===== config.mk =====
export PLATFORM = sky130hd
export DESIGN_NAME = wdtc_top
export DESIGN_NICKNAME = d
export VERILOG_FILES = /design/src/wdtc_pkg.sv /design/src/wdtc_top.sv
export SDC_FILE = /design/constraint.sdc
export NUM_CORES = 1
export LEC_CHECK = 0
export ABC_AREA = 0
export BUFFER_PORTS_ARGS = -buffer_cell sky130_fd_sc_hd__buf_4
export CELL_PAD_IN_SITES_DETAIL_PLACEMENT = 0
export CELL_PAD_IN_SITES_GLOBAL_PLACEMENT = 1
export CORE_UTILIZATION = 39
export DETAILED_ROUTE_END_ITERATION = 10
export PLACE_DENSITY = 0.84
export SKIP_LAST_GASP = 1
export SLEW_MARGIN = 20
export SYNTH_ARGS = -nofsm -noshare
export SYNTH_HDL_FRONTEND = slang
export SYNTH_SLANG_ARGS = --single-unit

===== constraint.sdc =====
create_clock -name clk_i -period 3.1 [get_ports clk_i]
set_input_delay 0.31 -clock clk_i [delete_from_list [all_inputs] [get_ports clk_i]]
set_output_delay 0.31 -clock clk_i [all_outputs]
set_load 0.02 [all_outputs]

===== src/wdtc_pkg.sv =====
// wdtc_pkg.sv - constants, carriers and state of the watchdog timer control
// assumes a classic wishbone master on a 10 MHz system clock
// Overview of operation
// - ie=1, re=0, fuse off: interrupt mode, request when global enable set.
// - ie=1, re=1: combined mode; first timeout sets the flag, no reset.
// - combined mode: vector taken clears interrupt enable and flag.
// - combined mode: second timeout with interrupt unserviced resets the system.
// - clock monitor with any enable set forces reset mode, no interrupt.
// - clearing reset enable or changing select needs the unlock bit set.
// - unlock bit clears itself four system clock cycles after being set.
// - reset enable reads one while reset-cause flag set; clear that first.
// - select codes 0..9 give 2048 up to 1048576 oscillator cycles.
// - control bits: select 5 and 2..0, ie 6, unlock 4, re 3.
// - counter advances on cycles of the separate slow oscillator.
// - always-on fuse holds reset enable at one and interrupt enable zero.
// - timeout flag bit 7, cleared by vector taken or writing one.
package wdtc_pkg;
   // register byte offsets
   localparam logic [7:0] WDTC_CTRL_OFS    = 8'h00;
   localparam logic [7:0] WDTC_RSTAT_OFS   = 8'h04;
   localparam logic [7:0] WDTC_ISTAT_OFS   = 8'h08;
   localparam logic [7:0] WDTC_IMASK_OFS   = 8'h0C;
   localparam logic [7:0] WDTC_RESTART_OFS = 8'h10;
   localparam logic [7:0] WDTC_COUNT_OFS   = 8'h14;
   // control field positions
   localparam int WDTC_FLAG_BIT   = 7;
   localparam int WDTC_IE_BIT     = 6;
   localparam int WDTC_SEL3_BIT   = 5;
   localparam int WDTC_UNLOCK_BIT = 4;
   localparam int WDTC_RE_BIT     = 3;
   localparam int WDTC_RCF_BIT    = 0;
   // event bits of status and mask
   localparam int WDTC_EV_TMO = 0;
   localparam int WDTC_EV_RST = 1;
   localparam int WDTC_EV_REJ = 2;
   localparam int WDTC_EV_W   = 3;
   // timing and counter
   localparam logic [2:0]  WDTC_UNLOCK_CYCLES = 3'h4;
   localparam logic [20:0] WDTC_BASE_CYCLES   = 21'h000800;
   localparam logic [3:0]  WDTC_SEL_MAX       = 4'h9;
   localparam int          WDTC_CNT_W         = 20;
   localparam logic [7:0]  WDTC_CTRL_RST      = 8'h00;

   typedef enum logic [3:0] {
      WDTC_STOPPED = 4'b0001,
      WDTC_INT     = 4'b0010,
      WDTC_RST     = 4'b0100,
      WDTC_BOTH    = 4'b1000
   } wdtc_mode_t;

   typedef struct packed {
      logic        cyc;
      logic        stb;
      logic        we;
      logic [3:0]  sel;
      logic [7:0]  adr;
      logic [31:0] dat;
   } wdtc_wb_req_t;

   typedef struct packed {
      logic        ack;
      logic [31:0] dat;
   } wdtc_wb_rsp_t;

   typedef struct packed {
      logic [2:0]            osc;
      logic [1:0]            fuse_sy;
      logic [1:0]            mon_sy;
      logic                  flag;
      logic                  timeout_irq_enable;
      logic                  wde;
      logic                  unlock;
      logic [3:0]            sel;
      logic [2:0]            ucnt;
      logic                  rcf;
      logic [WDTC_CNT_W-1:0] count;
      logic [WDTC_EV_W-1:0]  ists;
      logic [WDTC_EV_W-1:0]  imask;
      logic                  irq;
      logic                  wdt_irq;
      logic                  sys_rst;
      wdtc_wb_rsp_t          rsp;
   } wdtc_state_t;

   localparam wdtc_state_t WDTC_STATE_RST = '0;
endpackage


===== src/wdtc_top.sv =====
// wdtc_top.sv - watchdog timer control with wishbone registers
// assumes a single 10 MHz clock; oscillator, fuse and monitor arrive async
`timescale 1ns/100ps
module wdtc_top (
   // clock and reset
   input  wire logic                  clk_i,
   input  wire logic                  rst_i,
   // wishbone slave
   input  wire wdtc_pkg::wdtc_wb_req_t wb_req_i,
   output      wdtc_pkg::wdtc_wb_rsp_t wb_rsp_o,
   // asynchronous pins
   input  wire logic                  osc_i,
   input  wire logic                  always_on_fuse_i,
   input  wire logic                  clk_monitor_i,
   // processor core
   input  wire logic                  global_irq_enable_i,
   input  wire logic                  vector_taken_i,
   input  wire logic                  restart_i,
   output      logic                  timeout_irq_o,
   // system side
   output      logic                  sys_reset_o,
   output      logic                  irq_o
);
   import wdtc_pkg::*;

   wdtc_state_t s;
   wdtc_state_t next_s;
   wdtc_mode_t  mode;
   wdtc_mode_t  next_mode;
   logic        tick;
   logic        tmo;
   logic        acc;
   logic        wr;
   logic        ctl_wr;
   logic        vec;
   logic        restart;
   logic [31:0] wd;

   ////////////////////////////////////////////////////////////////////////
   // functions

   // effective mode from stored enables, fuse, monitor and cause flag
   function automatic wdtc_mode_t mode_of(input logic ie, input logic re,
                                          input logic fuse, input logic mon,
                                          input logic rcf);
      logic re_eff;
      logic ie_eff;
      re_eff = re | rcf | fuse | (mon & ie);
      ie_eff = ie & ~fuse & ~mon;
      if (re_eff && ie_eff) begin
         return WDTC_BOTH;
      end else if (re_eff) begin
         return WDTC_RST;
      end else if (ie_eff) begin
         return WDTC_INT;
      end else begin
         return WDTC_STOPPED;
      end
   endfunction

   // last count before timeout; reserved codes act as the longest period
   function automatic logic [WDTC_CNT_W-1:0] last_count(input logic [3:0] sel);
      logic [3:0]  k;
      logic [20:0] p;
      k = (sel > WDTC_SEL_MAX) ? WDTC_SEL_MAX : sel;
      p = WDTC_BASE_CYCLES << k;
      return WDTC_CNT_W'(p - 21'h000001);
   endfunction

   ////////////////////////////////////////////////////////////////////////
   // decode of the present cycle

   // oscillator edge seen only after the second sync stage
   assign tick    = s.osc[1] & ~s.osc[2];
   assign mode    = mode_of(s.timeout_irq_enable, s.wde, s.fuse_sy[1], s.mon_sy[1], s.rcf);
   assign tmo     = tick && (mode != WDTC_STOPPED) && (s.count == last_count(s.sel));
   // writes land on the edge where the master sees ack
   assign acc     = wb_req_i.cyc & wb_req_i.stb;
   assign wr      = acc & wb_req_i.we & s.rsp.ack;
   assign wd      = wb_req_i.dat;
   assign ctl_wr  = wr & wb_req_i.sel[0] & (wb_req_i.adr == WDTC_CTRL_OFS);
   assign vec     = vector_taken_i & s.wdt_irq;
   assign restart = restart_i | (wr & (wb_req_i.adr == WDTC_RESTART_OFS));

   ////////////////////////////////////////////////////////////////////////
   // next state

   always_comb begin
      logic [3:0]          sel_new;
      logic [WDTC_EV_W-1:0] ev;
      logic [WDTC_EV_W-1:0] clr;
      next_s  = s;
      sel_new = {wd[WDTC_SEL3_BIT], wd[2:0]};
      ev      = '0;
      clr     = '0;
      // two-stage synchronisers, first stage feeds only the second
      next_s.osc     = {s.osc[1:0], osc_i};
      next_s.fuse_sy = {s.fuse_sy[0], always_on_fuse_i};
      next_s.mon_sy  = {s.mon_sy[0], clk_monitor_i};
      next_s.sys_rst = 1'b0;

      // unlock window counts system clocks, not oscillator ticks
      if (s.ucnt != 3'h0) begin
         next_s.ucnt = s.ucnt - 3'h1;
      end

      // control register write
      // locked fields are judged one by one, the rest of the write still lands
      if (ctl_wr) begin
         next_s.timeout_irq_enable = wd[WDTC_IE_BIT];
         if (wd[WDTC_RE_BIT]) begin
            next_s.wde = 1'b1;
         end else if (s.unlock && !s.rcf) begin
            next_s.wde = 1'b0;
         end else if (s.wde || s.rcf) begin
            ev[WDTC_EV_REJ] = 1'b1;
         end
         if (sel_new != s.sel) begin
            if (s.unlock) begin
               next_s.sel = sel_new;
            end else begin
               ev[WDTC_EV_REJ] = 1'b1;
            end
         end
         if (wd[WDTC_FLAG_BIT]) begin
            next_s.flag = 1'b0;
         end
         // a fresh unlock judged only later writes, never this one
         if (wd[WDTC_UNLOCK_BIT]) begin
            next_s.ucnt = WDTC_UNLOCK_CYCLES;
         end
      end
      next_s.unlock = (next_s.ucnt != 3'h0);

      // vector taken by the core
      if (vec) begin
         next_s.flag = 1'b0;
         if (mode == WDTC_BOTH) begin
            next_s.timeout_irq_enable = 1'b0;
         end
      end

      // counter
      // stopping also zeroes it, so a later enable starts a full period
      if (mode == WDTC_STOPPED || restart) begin
         next_s.count = '0;
      end else if (tmo) begin
         next_s.count = '0;
      end else if (tick) begin
         next_s.count = s.count + WDTC_CNT_W'(1);
      end

      // action on timeout, set wins over clears above
      if (tmo) begin
         ev[WDTC_EV_TMO] = 1'b1;
         case (mode)
            WDTC_INT: begin
               next_s.flag = 1'b1;
            end
            WDTC_RST: begin
               next_s.sys_rst = 1'b1;
            end
            WDTC_BOTH: begin
               if (s.flag && !vec) begin
                  next_s.sys_rst = 1'b1;
               end else begin
                  next_s.flag = 1'b1;
               end
            end
            default: begin
               next_s.count = '0;
            end
         endcase
      end

      // fuse pins the enables regardless of software
      if (s.fuse_sy[1]) begin
         next_s.wde  = 1'b1;
         next_s.timeout_irq_enable = 1'b0;
      end

      // reset-cause flag, write one clears, own reset sets
      if (wr && wb_req_i.adr == WDTC_RSTAT_OFS && wd[WDTC_RCF_BIT]) begin
         next_s.rcf = 1'b0;
      end
      if (next_s.sys_rst) begin
         next_s.rcf = 1'b1;
         ev[WDTC_EV_RST] = 1'b1;
      end

      // sticky events and mask
      if (wr && wb_req_i.adr == WDTC_ISTAT_OFS) begin
         clr = wd[WDTC_EV_W-1:0];
      end
      if (wr && wb_req_i.adr == WDTC_IMASK_OFS) begin
         next_s.imask = wd[WDTC_EV_W-1:0];
      end
      next_s.ists = (s.ists & ~clr) | ev;
      next_s.irq  = |(next_s.ists & next_s.imask);

      // mode after this edge; pins taken from the settled sync stage only,
      // the first stage may still be metastable
      next_mode = mode_of(next_s.timeout_irq_enable, next_s.wde, s.fuse_sy[1], s.mon_sy[1],
                          next_s.rcf);
      // request to the core only while the core accepts interrupts
      next_s.wdt_irq = next_s.flag & global_irq_enable_i
                       & ((next_mode == WDTC_INT) || (next_mode == WDTC_BOTH));

      // bus answer, one wait state, unmapped reads give zero
      next_s.rsp.ack = acc & ~s.rsp.ack;
      next_s.rsp.dat = '0;
      if (acc && !s.rsp.ack && !wb_req_i.we) begin
         case (wb_req_i.adr)
            WDTC_CTRL_OFS: begin
               next_s.rsp.dat[7:0] = {s.flag, s.timeout_irq_enable, s.sel[3], s.unlock,
                                      s.wde | s.rcf, s.sel[2:0]};
            end
            WDTC_RSTAT_OFS: begin
               next_s.rsp.dat[WDTC_RCF_BIT] = s.rcf;
            end
            WDTC_ISTAT_OFS: begin
               next_s.rsp.dat[WDTC_EV_W-1:0] = s.ists;
            end
            WDTC_IMASK_OFS: begin
               next_s.rsp.dat[WDTC_EV_W-1:0] = s.imask;
            end
            WDTC_COUNT_OFS: begin
               next_s.rsp.dat[WDTC_CNT_W-1:0] = s.count;
            end
            default: begin
               next_s.rsp.dat = '0;
            end
         endcase
      end
   end

   ////////////////////////////////////////////////////////////////////////
   // state register

   // whole block state in one register, synchronous reset
   always_ff @(posedge clk_i) begin
      if (rst_i) begin
         s <= WDTC_STATE_RST;
      end else begin
         s <= next_s;
      end
   end

   // outputs straight from flops
   assign wb_rsp_o      = s.rsp;
   assign timeout_irq_o = s.wdt_irq;
   assign sys_reset_o   = s.sys_rst;
   assign irq_o         = s.irq;
endmodule


==> summary.log <==
[outcome] outcome finished, final reports clean
[sta] transition time of the tightest slew-check pin 706 ps
[layout] core utilization of the finished layout 46.1%
[sta] setup violation total in the final timing report 0
[power] power per cell area 458 nW/um2
[detailed_routing] drt drc 0
[layout] share of cells above drive strength 1 19.8%
[critical_path] R2R depth 9
[clock_tree] CTS-repair resized insts 0
[global_route] antenna violations before repair 0
[critical_path] reg-to-reg setup timing slack 340 ps
[detailed_routing] DRC violation total after the first TritonRoute iteration 111
[floorplan] die boundary width 96.9 um
[clock_tree] Clock H-tree levels 3
[layout] layout overhead on the synthesized area 14.5%
[synthesis] unique cell type count in the Yosys netlist 58
[global_route] first-pass GRT wire length 12300 um
[global_route] total global-route track usage 16.5%
[detailed_routing] overall routed net length 7630 um
[synthesis] top cells by instance count after synthesis dfxtp_1 (69), buf_4 (33), nor3_1 (30)
[floorplan] area of the core 8720 um2
[critical_path] startpoint of the worst register-to-register path s[68]
[clock_tree] root buffer cell clkbuf_8
[layout] number of diodes added for antenna fixing 0
[critical_path] Critical path origin s[68]
[synthesis] cell area after synthesis 3510 um2
[critical_path] type of the worst setup path flop to flop
[place] Port Buffers 51
[global_route] pin count of the biggest net entering global routing 33
[synthesis] most frequent cell after synthesis dfxtp_1
[worst_hold_path] Hold/Removal Path Class input port to flop
[power] Total Power Consumption 0.00184 W
[critical_path] endpoint kind of the worst setup timing path flop
[sta] RSZ-0062 raised after global routing false
[synthesis] count of warnings emitted by yosys 0
[power] worst IR drop on VDD 397 uV
[power] Leak Pwr 1.56 nW
[sta] fmax 363 MHz
[detailed_routing] Via-to-Cell Ratio 5.18
[clock_tree] clock tree from TritonCTS yes
[synthesis] share of synthesized flip-flops with an asynchronous set or reset 0%
[floorplan] std cell rows 34
[critical_path] Required @ worst endpoint 3360 ps
[sta] max_slew headroom 52.8%
[sta] fin. max-slew vios 0
[sta] final worst-path cycle share 88.9%
[clock_tree] buffers from clock root to sink, at most 2
[critical_path] Worst Path Arrival 3020 ps
[clock_tree] post-CTS clock slew at the launch and capture registers of the worst setup and hold paths 80 ps
[clock_tree] postcts setup bufs 0
[clock_tree] Skew-Pair Late Insertion Delay 350 ps
[global_route] number of global-route vias before repair 2608
[detailed_routing] number of nets with antenna violations after routing 0
[floorplan] num ports 91
[clock_tree] Num CTS Buffers 9
[floorplan] initial core utilization 40.2%
[place] detailed placer's ending HPWL 5660 um
[place] global placer's final weighted congestion 0.893
[clock_tree] number of sinks on the clock net 69
[sta] Setup WS post-layout 343 ps
[global_route] total global routing overflow 0
[clock_tree] hold-fix buffers at CTS 0
[critical_path] type of element launching the critical path flop
[sta] Hold Vio Cnt, Final 0
[floorplan] height of the chip 96.9 um
[synthesis] library cell with the largest summed area after synthesis dfxtp_1
[synthesis] number of standard cells after synthesis 403
[critical_path] Reg-to-Reg End timeout_irq_o
[synthesis] number of flip-flops and latches in the synthesized netlist 69
[detailed_routing] wire length per cell 13.9 um
[synthesis] most frequently used flop master after synthesis dfxtp_1
[synthesis] count of flip-flops with a built-in enable after synthesis 0
[synthesis] fraction of the yosys area taken by sequential cells 39.4%
[sta] setup skew after layout 9.24 ps
[critical_path] Worst Path Max Fanout 10
[place] DP Worst Slack 321 ps
[synthesis] fraction of synthesized cell area taken by the top area cell type 39.4%
[synthesis] largest cells by area after synthesis dfxtp_1 (39%), buf_4 (7.1%), nor3_1 (4.3%), xnor2_1 (3.5%), xor2_1 (3.5%)
[detailed_routing] vias after detailed routing 2832
[synthesis] mean post-synth cell area 8.71 um2
[flow_run] max-cap check violation count 0
[detailed_routing] Pre-Repair DR Iteration Count 4
[layout] Total Nets Final 494
[floorplan] Die Outline Area 9380 um2
[sta] final critical-path required period 2760 ps
[sta] final setup TNS 0 ps
[critical_path] Worst setup endpoint timeout_irq_o
==> power breakdown <==
part           internal, W  switching, W
Clock             0.000395      0.000348
Sequential        0.000907     0.0000241
Combinational    0.0000758     0.0000925
Total              0.00138      0.000464
==> how the worst min path moves through the flow <==
| stage | from | endpoint | slack (ps) | depth (start not counted) |
|---|---|---|---|---|
| 4_1_cts | wb_req_i[4] | s[63] | 150 | 2 |
| 5_1_grt | clk_monitor_i | next_s[75] | 170 | 2 |
| 6_report | wb_req_i[4] | s[63] | 160 | 2 |
| 3_3_place_gp | next_s[79] | next_s[80] | 420 | 1 |
| 2_1_floorplan | wb_req_i[4] | s[63] | 410 | 1 |
| 3_5_place_dp | next_s[79] | next_s[80] | 430 | 1 |
==> registers in the layout (all words and copies together) (netlist names) <==
name           flops
s                 41
irq_o              1
sys_reset_o        1
next_s             4
timeout_irq_o      1
wb_rsp_o          21
==> cell usage in the layout, fill, tap and decap left out, types with 2 or more instances in the layout <==
master,count
a211oi_1,2
dfxtp_1,69
nand3b_1,2
clkinv_4,2
a21oi_1,19
or3_1,2
a22oi_1,2
xor2_1,14
xnor2_1,14
a2111oi_4,2
ha_1,5
nor4_1,4
o211ai_1,2
a31oi_1,2
o41ai_1,3
nor2b_1,15
o21ai_0,7
and3_1,5
buf_4,62
or4_4,2
nor3_1,30
mux2i_1,6
clkbuf_8,10
o22a_1,2
a22o_1,4
and2_1,16
nand4_1,6
inv_1,14
conb_1,12
o221ai_1,2
nand2b_1,5
o2111ai_1,2
nand3_1,17
nor2_1,25
nand2_1,27
==> layout make-up <==
cell class / instances / area [um2]
Timing Repair Buffer: 62 / 465
Sequential cell: 69 / 1380
Clock buffer: 11 / 141
Fill cell: 846 / 4700
Multi-Input combinational cell: 278 / 1780
Inverter: 14 / 52.6
Clock inverter: 5 / 60.1
Tap cell: 108 / 135
==> cell families (layout without fill, tap and decap cells) <==
group                    after synthesis  count (layout)  share of synthesized area, %
AND/OR/NAND/NOR                      166             166                          25.6
flip-flops                            69              69                          39.4
buffers and inverters                 67              92                          11.0
AO/OA/AOI/OAI                         59              59                          12.5
XOR/XNOR                              28              28                          6.99
multiplexers                           8               8                          2.67
adder cells (fa/ha/maj)                5               5                          1.78
other                                  1              12                         0.107
==> worst max-delay path: stages, from the launching register on <==
cell,delay (ps)
dfxtp_1,310
nor2_1,210
nand3b_1,120
ha_1,320
xnor2_1,270
mux2i_1,210
nand2_1,100
a2111oi_4,460
o2111ai_1,290
a2111oi_4,390
==> stage by stage <==
stage	area, um2	hold slack [ps]	std cells
final	4020	158	547
after global routing	4020	165	547
after CTS	4020	151	547
after detailed placement	3820	429	531
after global placement	3820	423	531
after floorplan	3550	407	414
==> routing by layer <==
layer / track usage (%) / share of wire, % / up-vias
li1: - / - / 1423
met1: 21.0 / 47 / 1322
met2: 27.0 / 48 / 76
met3: 3.90 / 4.0 / 11
met4: 5.97 / 1.4 / 0
met5: 0 / 0 / -
Note: power is estimated with default switching activity, not from simulation.
